--- src/rtl/fib_consts.svh ---
// Register offsets, field positions, reset values and counts for the formatter port block
`ifndef FIB_CONSTS_SVH
`define FIB_CONSTS_SVH

// Register indexes on the microcontroller bus
`define FIB_ADDR_CAPTURE 8'h4d
`define FIB_ADDR_PORT 8'h70
`define FIB_ADDR_FLAGS 8'h7d
`define FIB_ADDR_ENABLES 8'h7e
`define FIB_ADDR_STACK 8'h7f
`define FIB_ADDR_TIMING 8'h7f

// Reset values
`define FIB_FLAGS_RST 7'h00
`define FIB_ENABLES_RST 7'h00
`define FIB_TIMING_RST 8'h80
`define FIB_CAPTURE_RST 8'h00

// Field positions in the event flag register
`define FIB_BIT_HOST_SUMMARY 7
`define FIB_NUM_EVENTS 7

// Stack geometry
`define FIB_STACK_DEPTH 8
`define FIB_STACK_PTR_W 3

// Buffer address width
`define FIB_BUF_ADDR_W 16

`endif

--- src/rtl/fib_pkg.sv ---
// Types shared by the formatter interrupt and buffer port block
package fib_pkg;

   // Event sources, one bit per status flag 0..6
   typedef struct packed {
      logic seq_output;   // Sequencer general output level
      logic xfer_status;  // Data-transfer-in-progress level
      logic ecc_error;    // Nonzero syndrome after last ECC bit
      logic seq_stopped;  // Sequencer stopped level
      logic gen_input;    // General input pin
      logic mark_sector;  // Shared mark/sector pin
      logic index;        // Drive index pulse
   } fib_events_t;

   // Layout of the write-only timing and sync register
   typedef struct packed {
      logic [1:0] rate;   // Buffer access rate code
      logic clk_dis;      // Test-only internal clock stop
      logic wr_oe_dis;    // Output enable held off on writes
      logic rsvd;         // Reserved
      logic [2:0] sync_cmp; // Sync compare width code
   } fib_timing_t;

   // Buffer port access sequencer, one-hot
   typedef enum logic [2:0] {
      FIB_IDLE = 3'b001,
      FIB_ACC = 3'b010,
      FIB_DONE = 3'b100
   } fib_state_t;

endpackage

--- src/rtl/fib_read_stack.sv ---
// Eight-entry circular capture stack with non-destructive backward reads
`timescale 1ns/1ns
`include "fib_consts.svh"

module fib_read_stack (
   input wire logic sys_clk_i,
   input wire logic sys_rst_i,
   input wire logic push_i,
   input wire logic [7:0] push_data_i,
   input wire logic read_i,
   output logic [7:0] read_data_o
);

   // Storage and pointers
   logic [7:0] mem [0:`FIB_STACK_DEPTH-1];
   logic [`FIB_STACK_PTR_W-1:0] wr_ptr; // Next slot to fill
   logic [`FIB_STACK_PTR_W-1:0] rd_ptr; // Slot a read returns
   logic [`FIB_STACK_PTR_W-1:0] next_wr_ptr;
   logic [`FIB_STACK_PTR_W-1:0] newest_ptr;

   // Pointer arithmetic wraps naturally in three bits
   assign next_wr_ptr = wr_ptr + 3'h1;
   assign newest_ptr = wr_ptr;
   assign read_data_o = mem[rd_ptr];

   // Array writes: oldest entry overwritten after eight pushes
   always_ff @(posedge sys_clk_i) begin
      if (push_i) begin
         mem[wr_ptr] <= push_data_i;
      end
   end

   // Pointers: push makes newest readable, read steps back one
   always_ff @(posedge sys_clk_i or posedge sys_rst_i) begin
      if (sys_rst_i) begin
         wr_ptr <= 3'h0;
         rd_ptr <= 3'h0;
      end else if (push_i) begin
         wr_ptr <= next_wr_ptr;
         rd_ptr <= newest_ptr;
      end else if (read_i) begin
         rd_ptr <= rd_ptr - 3'h1;
      end
   end

endmodule

--- src/rtl/fib_irq_buf_port.sv ---
// Formatter event flags, enables, read stack, timing control and buffer access port
`timescale 1ns/1ns
`include "fib_consts.svh"

module fib_irq_buf_port (
   input wire logic sys_clk_i,
   input wire logic sys_rst_i,
   // Microcontroller register port
   input wire logic [7:0] mcu_addr_i,
   input wire logic [7:0] mcu_wdata_i,
   input wire logic mcu_rd_i,
   input wire logic mcu_wr_i,
   output logic [7:0] mcu_rdata_o,
   output logic mcu_ready_o,
   // Event sources and context
   input wire fib_pkg::fib_events_t events_i,
   input wire logic hard_sector_i,
   input wire logic [4:0] host_irq_bits_i,
   input wire logic stack_push_i,
   input wire logic [7:0] stack_data_i,
   input wire logic formatter_reset_i,
   input wire logic auto_inc_i,
   input wire logic moe_suppress_i,
   // Buffer pointers kept by the buffer manager
   input wire logic [`FIB_BUF_ADDR_W-1:0] buffer_read_pointer_i,
   input wire logic [`FIB_BUF_ADDR_W-1:0] buffer_write_pointer_i,
   output logic read_ptr_inc_o,
   output logic write_ptr_inc_o,
   // Formatter and host buffer traffic
   input wire logic ext_buf_oe_i,
   input wire logic ext_buf_write_i,
   // Buffer memory pins
   input wire logic [7:0] buf_data_i,
   output logic [7:0] buf_data_o,
   output logic buf_data_oe_n_o,
   output logic [`FIB_BUF_ADDR_W-1:0] buf_addr_o,
   output logic buffer_out_enable_n_o,
   output logic buffer_write_en_n_o,
   // Status and control outputs
   output logic fmt_int_n_o,
   output logic revolution_mark_flag_o,
   output logic sector_pulse_flag_o,
   output logic gate_inhibit_o,
   output logic [7:0] sync_mask_o,
   output logic [1:0] access_rate_o,
   output logic clk_disable_o
);

   // Cycles per buffer access for each rate code
   function automatic logic [2:0] rate_cycles(input logic [1:0] code);
      case (code)
         2'h0: rate_cycles = 3'h4;
         2'h1: rate_cycles = 3'h2;
         2'h2: rate_cycles = 3'h1;
         default: rate_cycles = 3'h3;
      endcase
   endfunction

   // Sync compare mask, bit 7 always included
   function automatic logic [7:0] sync_mask(input logic [2:0] code);
      sync_mask = ~(8'h7f >> code);
   endfunction

   // Stored state
   logic [`FIB_NUM_EVENTS-1:0] flags; // Sticky event flags 0..6
   logic [`FIB_NUM_EVENTS-1:0] enables; // Interrupt enables 0..6
   logic [`FIB_NUM_EVENTS-1:0] events_q; // Previous event levels
   fib_pkg::fib_timing_t timing; // Write-only timing register
   logic [7:0] capture; // Shadow copy of last port read
   logic [7:0] rdata; // Registered read data
   logic [7:0] wdata_q; // Data held for a port write
   logic dir_write; // Current port access is a write
   logic [2:0] cnt; // Access cycle counter
   fib_pkg::fib_state_t state;
   fib_pkg::fib_state_t next_state;

   // Address decode
   wire sel_capture = (mcu_addr_i == `FIB_ADDR_CAPTURE);
   wire sel_port = (mcu_addr_i == `FIB_ADDR_PORT);
   wire sel_flags = (mcu_addr_i == `FIB_ADDR_FLAGS);
   wire sel_enables = (mcu_addr_i == `FIB_ADDR_ENABLES);
   wire sel_stack = (mcu_addr_i == `FIB_ADDR_STACK);
   wire sel_timing = (mcu_addr_i == `FIB_ADDR_TIMING);

   // Strobes
   wire idle = (state == fib_pkg::FIB_IDLE);
   wire in_acc = (state == fib_pkg::FIB_ACC);
   wire port_start = idle & sel_port & (mcu_rd_i | mcu_wr_i);
   wire flags_rd = mcu_rd_i & sel_flags;
   wire stack_rd = mcu_rd_i & sel_stack;
   wire acc_last = in_acc & (cnt == 3'h1);

   // Event edge detection on the packed source levels
   logic [`FIB_NUM_EVENTS-1:0] ev_now;
   logic [`FIB_NUM_EVENTS-1:0] ev_rise;
   logic [`FIB_NUM_EVENTS-1:0] flag_set;
   assign ev_now = events_i;
   assign ev_rise = ev_now & ~events_q;

   // Per-flag set terms; mark/sector only counts in hard-sector mode
   genvar gi;
   generate
      for (gi = 0; gi < `FIB_NUM_EVENTS; gi = gi + 1) begin : g_set
         if (gi == 1) begin : g_sector
            assign flag_set[gi] = ev_rise[gi] & hard_sector_i;
         end else begin : g_plain
            assign flag_set[gi] = ev_rise[gi];
         end
      end
   endgenerate

   // Read clears exactly the bits it returned; a new set wins
   logic [`FIB_NUM_EVENTS-1:0] next_flags;
   assign next_flags = (flags & ~(flags_rd ? flags : 7'h00)) | flag_set;

   // Summary of host-side pending interrupts
   wire host_irq_summary = |host_irq_bits_i;

   // Previous levels for rising-edge detection
   always_ff @(posedge sys_clk_i or posedge sys_rst_i) begin
      if (sys_rst_i) begin
         events_q <= 7'h00;
      end else begin
         events_q <= ev_now;
      end
   end

   // Sticky flags, cleared by chip reset
   always_ff @(posedge sys_clk_i or posedge sys_rst_i) begin
      if (sys_rst_i) begin
         flags <= `FIB_FLAGS_RST;
      end else begin
         flags <= next_flags;
      end
   end

   // Enable register, low seven bits only
   always_ff @(posedge sys_clk_i or posedge sys_rst_i) begin
      if (sys_rst_i) begin
         enables <= `FIB_ENABLES_RST;
      end else if (mcu_wr_i & sel_enables) begin
         enables <= mcu_wdata_i[`FIB_NUM_EVENTS-1:0];
      end
   end

   // Timing and sync register; rate comes up as one per clock
   always_ff @(posedge sys_clk_i or posedge sys_rst_i) begin
      if (sys_rst_i) begin
         timing <= `FIB_TIMING_RST;
      end else if (mcu_wr_i & sel_timing) begin
         timing <= mcu_wdata_i;
      end
   end

   // Interrupt: low while any enabled flag is pending
   wire irq_pending = |(flags & enables);

   // Capture stack shared with the sequencer data path
   logic [7:0] stack_data;
   fib_read_stack u_stack (
      .sys_clk_i(sys_clk_i),
      .sys_rst_i(sys_rst_i),
      .push_i(stack_push_i),
      .push_data_i(stack_data_i),
      .read_i(stack_rd),
      .read_data_o(stack_data)
   );

   // Buffer port access sequencer
   always_comb begin
      next_state = state;
      case (state)
         fib_pkg::FIB_IDLE: begin
            if (port_start) begin
               next_state = fib_pkg::FIB_ACC;
            end
         end
         fib_pkg::FIB_ACC: begin
            if (acc_last) begin
               next_state = fib_pkg::FIB_DONE;
            end
         end
         default: begin
            next_state = fib_pkg::FIB_IDLE;
         end
      endcase
   end

   // State, direction, write data and rate counter
   always_ff @(posedge sys_clk_i or posedge sys_rst_i) begin
      if (sys_rst_i) begin
         state <= fib_pkg::FIB_IDLE;
         dir_write <= 1'b0;
         wdata_q <= 8'h00;
         cnt <= 3'h0;
      end else begin
         state <= next_state;
         if (port_start) begin
            dir_write <= mcu_wr_i;
            wdata_q <= mcu_wdata_i;
            cnt <= rate_cycles(timing.rate);
         end else if (in_acc) begin
            cnt <= cnt - 3'h1;
         end
      end
   end

   // Shadow latch: bus sampled at the end of a port read
   always_ff @(posedge sys_clk_i or posedge sys_rst_i) begin
      if (sys_rst_i) begin
         capture <= `FIB_CAPTURE_RST;
      end else if (formatter_reset_i) begin
         capture <= `FIB_CAPTURE_RST;
      end else if (acc_last & ~dir_write) begin
         capture <= buf_data_i;
      end
   end

   // Read data; a port read answers when its access completes
   always_ff @(posedge sys_clk_i or posedge sys_rst_i) begin
      if (sys_rst_i) begin
         rdata <= 8'h00;
      end else if (acc_last & ~dir_write) begin
         rdata <= buf_data_i;
      end else if (mcu_rd_i & ~sel_port) begin
         if (sel_flags) begin
            rdata <= {host_irq_summary, flags};
         end else if (sel_enables) begin
            rdata <= {1'b0, enables};
         end else if (sel_stack) begin
            rdata <= stack_data;
         end else if (sel_capture) begin
            rdata <= capture;
         end else begin
            rdata <= 8'h00;
         end
      end
   end

   // Gate inhibit follows the stopped level, one cycle late
   always_ff @(posedge sys_clk_i or posedge sys_rst_i) begin
      if (sys_rst_i) begin
         gate_inhibit_o <= 1'b1;
      end else begin
         gate_inhibit_o <= events_i.seq_stopped;
      end
   end

   // Output enable terms; writes may hold it off to avoid bus fights
   wire port_oe = in_acc & (dir_write ? ~timing.wr_oe_dis : ~moe_suppress_i);
   wire ext_oe = ext_buf_oe_i & ~(ext_buf_write_i & timing.wr_oe_dis);

   // Address, data enable and write strobe active only while the port owns the bus; output enable also follows ext_oe
   assign buf_addr_o = in_acc ? (dir_write ? buffer_write_pointer_i : buffer_read_pointer_i) : 16'h0000;
   assign buf_data_o = wdata_q;
   assign buf_data_oe_n_o = ~(in_acc & dir_write);
   assign buffer_write_en_n_o = ~(in_acc & dir_write);
   assign buffer_out_enable_n_o = ~(port_oe | ext_oe);

   // One pointer step per completed access when enabled
   assign read_ptr_inc_o = acc_last & ~dir_write & auto_inc_i;
   assign write_ptr_inc_o = acc_last & dir_write & auto_inc_i;

   // Microcontroller side; ready drops until a port access ends
   assign mcu_rdata_o = rdata;
   assign mcu_ready_o = idle & ~port_start;

   // Status and control outputs
   assign fmt_int_n_o = ~irq_pending;
   assign revolution_mark_flag_o = flags[0];
   assign sector_pulse_flag_o = flags[1];
   assign sync_mask_o = sync_mask(timing.sync_cmp);
   assign access_rate_o = timing.rate;
   assign clk_disable_o = timing.clk_dis;

endmodule

--- config.mk ---
export PLATFORM = sky130hd
export DESIGN_NAME = fib_irq_buf_port
export DESIGN_NICKNAME = d
export VERILOG_FILES = /design/src/rtl/fib_pkg.sv /design/src/rtl/fib_read_stack.sv /design/src/rtl/fib_irq_buf_port.sv
export VERILOG_INCLUDE_DIRS = /design/src /design/src/rtl
export SDC_FILE = /design/constraint.sdc
export NUM_CORES = 1
export LEC_CHECK = 0
export BUFFER_PORTS_ARGS = -buffer_cell sky130_fd_sc_hd__buf_2
export CAP_MARGIN = 40
export CORE_UTILIZATION = 54
export CTS_CLUSTER_SIZE = 12
export DETAILED_ROUTE_END_ITERATION = 12
export GPL_ROUTABILITY_DRIVEN = 0
export PLACE_DENSITY = 0.77
export RECOVER_POWER = 25
export SLEW_MARGIN = 20
export SYNTH_ARGS = -nofsm -noshare
export SYNTH_HDL_FRONTEND = slang
export SYNTH_HIERARCHICAL = 1
export SYNTH_SLANG_ARGS = --single-unit
export TNS_END_PERCENT = 5
--- constraint.sdc ---
create_clock -name sys_clk_i -period 2.7 [get_ports sys_clk_i]
set_input_delay 0.54 -clock sys_clk_i [delete_from_list [all_inputs] [get_ports sys_clk_i]]
set_output_delay 0.54 -clock sys_clk_i [all_outputs]
set_load 0.05 [all_outputs]
-- Word level (Yosys, flattened, before mapping)
Memories as Yosys holds them, arrays and structs flattened.
Cells that the tools add are included.
- register bits after elaboration: 66
- memory bits (writable): 64
- output and inout bits: 53
- memories: 1
- add/sub/neg operators: 3
- eq/ne operators: 12
- shifts and indexed selects: 1
- muxes and demuxes: 22
- bitwise gates (word level): 36
- reductions and logical operators: 8
- memory list (memory ; depth ; bits a word ; read ports ; clocked after memory_dff ; wr ports ; line ; source):
    u_stack.mem ; 8 ; 8 ; 1 ; 0 ; 1 ; fib_read_stack.sv:15 ; logic [7:0] mem [0:`FIB_STACK_DEPTH-1];
- operators by type and width (kind ; number):
    two-way mux 8 bit ; 8
    == test 8 x 7 -> 1 bit (second input constant) ; 5
    two-way mux 16 bit ; 2
    bitwise AND 7 bit ; 3
    bitwise AND 1 bit ; 18
    two-way mux 3 bit ; 6
    NOT 7 bit ; 2
    NOT 1 bit ; 9
    one-hot mux 3 bit (3 select lines) ; 1
    NOT 8 bit ; 1
    nonzero test 2 bit ; 4
    >> shifter 7 x 3 -> 8 bit (first input constant) ; 1
    two-way mux 7 bit ; 1
    bitwise OR 7 bit ; 1
    OR reduction 7 bit ; 1
    == test 3 x 1 -> 1 bit (second input constant) ; 2
    one-hot mux 3 bit (2 select lines) ; 1
    subtractor 3 x 1 -> 3 bit (second input constant) ; 2
    OR reduction 5 bit ; 1
    != test 2 x 1 -> 1 bit (second input constant) ; 2
    adder 3 x 1 -> 3 bit (second input constant) ; 1
    == test 3 x 2 -> 1 bit (second input constant) ; 1
    two-way mux 1 bit ; 3
    == test 2 x 1 -> 1 bit (second input constant) ; 1
    4 further kinds ; 5

-- Depth between registers and ports, before layout
Gate-level depths: netlist (run 1).
- word-level depth: 7
- mapped depth: 8
- mapped depth without buffers: 6

-- Modules after synthesis
Netlist (run 1), hierarchy kept.
- modules (own cells, without submodules) (module ; instances ; cells each ; area an instance (um^2) ; sequential area each (um^2)):
    fib_irq_buf_port ; 1 ; 301 ; 3145.5 ; 1505.2
    fib_read_stack ; 1 ; 131 ; 2793.9 ; 2072.0

-- Worst setup path after synthesis (run 1)
OpenSTA, ideal clock, no wires.
- path type: reg-to-output
- start point: register dir_write
- end point: output buffer_out_enable_n_o
- arrival: 1.958 ns
- data required time: 2.160 ns
- path slack: 0.202 ns
- stages on the path, launching flop included: 6
- path buffers: 2
- path through: dfrtp_1 clkbuf_1 buf_1 nand2_1 a21oi_1 nor2_1
- cells in the longest elaborated chain, start to end: 4
- ends and longest elaborated chain (item ; line ; source):
    start: declaration ; fib_irq_buf_port.sv:72 ; logic dir_write;
    start signal: assignment ; fib_irq_buf_port.sv:199 ; dir_write <= mcu_wr_i;
    two-way mux 1 bit ; fib_irq_buf_port.sv:250 ; wire port_oe = in_acc & (dir_write ? ~timing.wr_oe_dis : ~moe_suppress_i);
    bitwise AND 1 bit ; fib_irq_buf_port.sv:250 ;
    bitwise OR 1 bit ; fib_irq_buf_port.sv:258 ; assign buffer_out_enable_n_o = ~(port_oe | ext_oe);
    NOT 1 bit ; fib_irq_buf_port.sv:258 ;
    end: declaration ; fib_irq_buf_port.sv:37 ; output logic buffer_out_enable_n_o,
No other way between the ends.

-- Worst setup path in the final report (run 1)
- start point: register state[0]
- end point: output mcu_ready_o
- cells in the longest elaborated chain, start to end: 5
- ends and longest elaborated chain (item ; line ; source):
    start: declaration ; fib_irq_buf_port.sv:74 ; fib_pkg::fib_state_t state;
    start signal: assignment ; fib_irq_buf_port.sv:192 ; state <= fib_pkg::FIB_IDLE;
    start signal: assignment ; fib_irq_buf_port.sv:197 ; state <= next_state;
    == test 3 x 1 -> 1 bit * ; fib_irq_buf_port.sv:86 ; wire idle = (state == fib_pkg::FIB_IDLE);
    bitwise AND 1 bit (2 in a row) ; fib_irq_buf_port.sv:88 ; wire port_start = idle & sel_port & (mcu_rd_i | mcu_wr_i);
    NOT 1 bit ; fib_irq_buf_port.sv:266 ; assign mcu_ready_o = idle & ~port_start;
    bitwise AND 1 bit * ; fib_irq_buf_port.sv:266 ;
    end: declaration ; fib_irq_buf_port.sv:14 ; output logic mcu_ready_o,
Mark *: on every way between the ends. The rest lies on a longest branch, timed or not.

==> results of run 1 <==
power breakdown:
group | switching (uW) | leakage, uW | internal (uW)
combinational | 554 | 0.00149 | 500
sequential | 133 | 0.00141 | 2310
clock | 844 | 0.000276 | 1340
total | 1530 | 0.00318 | 4150
what timing repair did:
item | 4_1_cts | 5_1_grt
setup endpoints to repair | 1 | 1
pin swaps | 1 | 0
hold buffers | 1 | 0
hold endpoints to repair | 6 | 0
resized for setup | 0 | 1
synth_stat cells, types with 4 or more instances:
library cell | n | share of area
nor3_1 | 10 | 0.0084
mux2i_1 | 23 | 0.039
buf_4 | 5 | 0.0063
ha_1 | 4 | 0.0084
a211oi_1 | 7 | 0.0088
inv_1 | 21 | 0.013
mux2_4 | 7 | 0.018
edfxtp_1 | 64 | 0.32
a21oi_1 | 12 | 0.010
nor2_1 | 29 | 0.018
o21ai_0 | 22 | 0.019
buf_2 | 5 | 0.0042
dfrtp_1 | 63 | 0.27
nand2b_1 | 5 | 0.0053
clkbuf_1 | 8 | 0.0051
nand3_1 | 4 | 0.0034
and3_1 | 4 | 0.0042
mux2_2 | 27 | 0.051
mux4_2 | 8 | 0.030
o2bb2ai_1 | 7 | 0.010
nand2_1 | 33 | 0.021
mux4_1 | 8 | 0.035
through the flow:
step / std cells / hold slack (ns)
3_3_place_gp: 693 / 0.4064
4_1_cts: 726 / 0.1096
5_1_grt: 727 / 0.1109
2_1_floorplan: 432 / 0.3310
3_5_place_dp: 693 / 0.4096
6_report: 727 / 0.1282
cell type report:
class                      count  area share
clock buffer                  20     0.05940
clock inverter                12     0.01826
inverter                      22     0.01126
multi-input combinational    256      0.2898
sequential                   130      0.4880
tap                          136     0.02321
timing repair buffer         151      0.1101
path summary, 6_finish.rpt:
| check | start | cells after the start | slack (ns) | endpoint |
|---|---|---|---|---|
| worst min-delay path | events_i[5] | 1 | 0.13 | events_q[5] |
| min in group asynchronous | sys_rst_i | 3 | 0.47 | u_stack/newest_ptr[2] |
| worst max-delay path | state[0] | 5 | 0.06 | mcu_ready_o |
| max in group asynchronous | sys_rst_i | 5 | 1.55 | gate_inhibit_o |
| worst min register to register | events_q[6] | 1 | 0.41 | flags[6] |
| worst max register to register | u_stack/rd_ptr[2] | 6 | 0.47 | mcu_rdata_o[4] |
registers in the layout, summed over array words and instances, names as in the netlist, 4 cells and up:
| register | count |
|---|---|
| timing | 4 |
| flags | 7 |
| capture | 8 |
| buf_data_o | 8 |
| u_stack/mem | 64 |
| events_q | 7 |
| mcu_rdata_o | 8 |
| enables | 7 |
worst max-delay path: stages, from the launching register on:
cell and delay, ns:
dfstp_2 0.54, or3b_4 0.40, nor4_4 0.22, o21a_4 0.18, nor2_1 0.03, buf_2 0.20
routing by layer:
layer / global-route usage / vias to the layer above / part of all wire / wire length [um]
met5: 0 / - / 0 / 0
met4: 0.09198 / 0 / 0.019 / 244
met3: 0.05471 / 28 / 0.073 / 939
met2: 0.4088 / 197 / 0.51 / 6539
met1: 0.2769 / 1990 / 0.40 / 5095
li1: - / 1892 / - / -
logic make-up after synthesis:
group	share of synthesized area
flip-flops	0.6023
buffers and inverters	0.04003
other	0.0006314
XOR/XNOR	0.007374
AND/OR/NAND/NOR	0.09712
adder cells (fa/ha/maj)	0.008427
multiplexers	0.1734
AO/OA/AOI/OAI	0.07078
==> flow_metrics.env, run 1 <==
export IMPL_drtPass1Iterations=5
export IMPL_final_cell_mix="buf_2, edfxtp_1, dfrtp_1"
export IMPL_grt_pass1_vias=3996
export IMPL_drt_iter0_drc=206
export IMPL_antenna_found_initial=0
export IMPL_post_dp_hpwl_um=9037
export IMPL_io_pins=140
export IMPL_die_h_um=106.9
export IMPL_drc=0
export IMPL_die_area_um2=11420
export IMPL_detail_route_antenna_nets=0
export IMPL_start_util=0.5652
export IMPL_p_total_uw=5682
export IMPL_cts_buffers=17
export IMPL_via_per_inst=5.649
export IMPL_rsz0062_at_grt="false"
export IMPL_cts_tree="built"
export IMPL_worstHoldPathType="in -> reg"
export IMPL_cts_setup_buffers=0
export IMPL_register_area_um2=3577
export IMPL_timing_final_crit_period_ns=2.641
export IMPL_synth_cell_types=56
export IMPL_worst_pin_slew_ns=0.7421
export IMPL_path_class="reg -> out"
export IMPL_synth_area_per_cell_um2=13.75
export IMPL_critPathMaxFanout=3
export IMPL_place_area_um2=6740
export IMPL_die_x_um=106.9
export IMPL_fillers=721
export IMPL_cellLeakagePower_uw=0.003177
export IMPL_skew_ns=0.01121
export IMPL_cp_start_kind="flop"
export IMPL_clock_latency_ns=0.53
export IMPL_power_density_nw_per_um2=775.1
export IMPL_io_buffer_count=138
export IMPL_setup_tns_ns=0
export IMPL_ir_worst_vdd_mv=0.7312
export IMPL_syn_nets=523
export IMPL_fmax_mhz=378.6
export IMPL_cp_end_kind="primary output"
export IMPL_cts_sinks=130
export IMPL_slew_headroom=0.5034
export IMPL_finish_utilization=0.6976
export IMPL_h_tree_depth=4
export IMPL_hold_viol=0
export IMPL_syn_to_final_growth_pct=23.43
export IMPL_grt_first_pass_wirelength_um=19800
export IMPL_grt_overflow=0
export IMPL_place_ws_ns=0.3226
export IMPL_synth_warnings=6
export IMPL_synth_edf_count=64
export IMPL_synthArstFlopShare=0.5077
export IMPL_layout_commonest_cell="buf_2"
export IMPL_gr_usage_all_layers=0.2329
export IMPL_cap_violations=0
export IMPL_postLayoutCellArea_um2=7331
export IMPL_finalMaxSlewViolations=0
export IMPL_syn_area_um2=5939
export IMPL_wl_um=12820
export IMPL_fp_row_count=37
export IMPL_grt_max_degree=61
export IMPL_setup_ws_ns=0.05890
export IMPL_synth_seq_cells=130
export IMPL_wl_per_cell_um=17.63
export IMPL_crit_required_ns=2.16
export IMPL_path_clk_slew_ns=0.06
export IMPL_final_layout_size_suffix_gt1_frac=0.3790
export IMPL_finalCritPeriodShare=0.9782
export IMPL_final_nets=669
export IMPL_yosys_most_used_dff="edfxtp_1"
export IMPL_root_buffer="clkbuf_8"
export IMPL_setup_violations_final=0
export IMPL_outcome="completed"
export IMPL_syn_inst=432
export IMPL_vias=4107
export IMPL_multi_input_area_um2=2125
export IMPL_coreArea_um2=10510
export IMPL_antenna_cells=0
export IMPL_cts_max_path_buffers=2
export IMPL_arrival_ns=2.10
export IMPL_synth_seq_area_share=0.6023
(Power assumes the default switching activity.)
==> inputs of run 2 (changes only) <==
CORE_UTILIZATION = 55   (was 54)
CTS_BUF_LIST = sky130_fd_sc_hd__clkbuf_2 sky130_fd_sc_hd__clkbuf_4 sky130_fd_sc_hd__clkbuf_8   (was default)
PLACE_DENSITY = 0.78   (was 0.77)
==> run 2 against run 1 <==
Clock power shrank 23%. First-iteration DRC count rose by 39%. Non-clock buffer count increased by 4. Combinational power is essentially flat. Cell area is 2.2% lower. Sequential power hardly changed. Cell count up 0.55%. Utilization down 0.91 points. Hold slack lost 0.084 ns. Count of clock-buffer cells in the layout shrank 3. Die area fell by 1.8%. Highest routed layer unchanged.
==> flow_metrics.env, run 2 (synthesis gave the netlist of run 1 again) <==
export IMPL_outcome="completed"
export IMPL_wl_um=13070
export IMPL_grt_pass1_vias=4127
export IMPL_setup_ws_ns=0.1378
export IMPL_finalCritPeriodShare=0.9490
export IMPL_worst_pin_slew_ns=0.6785
export IMPL_die_area_um2=11220
export IMPL_final_nets=673
export IMPL_postLayoutCellArea_um2=7172
export IMPL_cellLeakagePower_uw=0.003115
export IMPL_largest_register="u_stack/mem"
export IMPL_arrival_ns=2.02
export IMPL_drc=0
export IMPL_post_dp_hpwl_um=9302
export IMPL_path_clk_slew_ns=0.08
export IMPL_max_stage_delay_ns=0.53
export IMPL_p_total_uw=5175
export IMPL_die_h_um=105.9
export IMPL_start_util=0.5702
export IMPL_cts_max_path_buffers=2
export IMPL_clock_latency_ns=0.43
export IMPL_root_buffer="clkbuf_8"
export IMPL_skew_ns=0.01123
export IMPL_path_class="reg -> out"
export IMPL_cp_top_family="simple AND/OR/NAND/NOR gates"
export IMPL_place_ws_ns=0.4622
export IMPL_final_cell_mix="buf_2, edfxtp_1, dfrtp_1"
export IMPL_final_layout_size_suffix_gt1_frac=0.3849
export IMPL_layout_commonest_cell="buf_2"
export IMPL_place_area_um2=6785
export IMPL_cts_tree="built"
export IMPL_setup_tns_ns=0
export IMPL_grt_first_pass_wirelength_um=20690
export IMPL_worstHoldPathType="in -> async"
export IMPL_crit_chain="or3b_4 > nor3_2 > and2_1 > buf_2"
export IMPL_fmax_mhz=390.3
export IMPL_io_buffer_count=138
export IMPL_cp_start_kind="flop"
export IMPL_rsz0062_at_grt="false"
export IMPL_h_tree_depth=4
export IMPL_slowest_stage="or3b_4"
export IMPL_fp_row_count=37
export IMPL_wl_per_cell_um=17.87
export IMPL_die_x_um=105.9
export IMPL_coreArea_um2=10420
export IMPL_cts_sinks=130
export IMPL_timing_final_crit_period_ns=2.562
export IMPL_slew_headroom=0.5477
export IMPL_drtPass1Iterations=5
export IMPL_crit_buf_inv=1
export IMPL_cts_buffers=17
export IMPL_cp_end_kind="primary output"
export IMPL_critPathMaxFanout=22
export IMPL_detail_route_antenna_nets=0
export IMPL_antenna_cells=0
export IMPL_vias=4064
export IMPL_gr_usage_all_layers=0.2473
export IMPL_crit_required_ns=2.16
export IMPL_largest_register_ffs=64
export IMPL_grt_overflow=0
export IMPL_syn_to_final_growth_pct=20.75
export IMPL_whs_ns=0.04468
export IMPL_power_density_nw_per_um2=721.5
export IMPL_cts_setup_buffers=0
export IMPL_hold_viol=0
export IMPL_setup_violations_final=0
export IMPL_cap_violations=0
export IMPL_finalMaxSlewViolations=0
export IMPL_ir_worst_vdd_mv=0.3918
export IMPL_via_per_inst=5.560
export IMPL_grt_max_degree=32
export IMPL_io_pins=140
export IMPL_drt_iter0_drc=286
export IMPL_antenna_found_initial=0
[run 2: final cells by class]
| type | count | area (um^2) |
|---|---|---|
| well taps | 136 | 170.2 |
| flip-flops and latches | 130 | 3577 |
| clock inverters | 15 | 171.4 |
| clock buffers | 17 | 234.0 |
| multi-input cells | 256 | 2125 |
| fillers | 702 | 3244 |
| repair buffers | 155 | 812.0 |
| inverters | 22 | 82.58 |
[run 2: worst paths after layout]
kind	from	to	slack, ns	cells after the start
max	state[2]	read_ptr_inc_o	0.14	4
max reg2reg	u_stack/rd_ptr[2]	mcu_rdata_o[2]	0.46	6
min in group sys_clk_i	events_i[3]	gate_inhibit_o	0.23	1
min	sys_rst_i	u_stack/newest_ptr[2]	0.04	2
max in group asynchronous	sys_rst_i	state[0]	1.82	3
min reg2reg	events_q[4]	flags[4]	0.42	1
[run 2: layer usage]
layer / track usage / vias up / wire [um]
met4: 0.08135 / 0 / 125
met5: 0 / - / 0
li1: - / 1892 / -
met3: 0.06683 / 10 / 873
met2: 0.4253 / 171 / 6786
met1: 0.3039 / 1991 / 5280
[run 2: report_power, final]
group          total [uW]  switching (uW)  internal (uW)
combinational        1070             570            504
sequential           2440             131           2300
clock                1670             817            848
[run 2: timing repair]
item | in CTS | in global routing
gates resized for setup | 0 | 0
hold buffers | 0 | 0
setup endpoints to repair | 0 | 1
[run 2: through the flow]
stage / utilization / cells
finish: 0.6885 / 731
detailed placement: 0.6514 / 699
CTS: 0.6903 / 731
global route: 0.6885 / 731
global placement: 0.6514 / 699
floorplan: - / 432
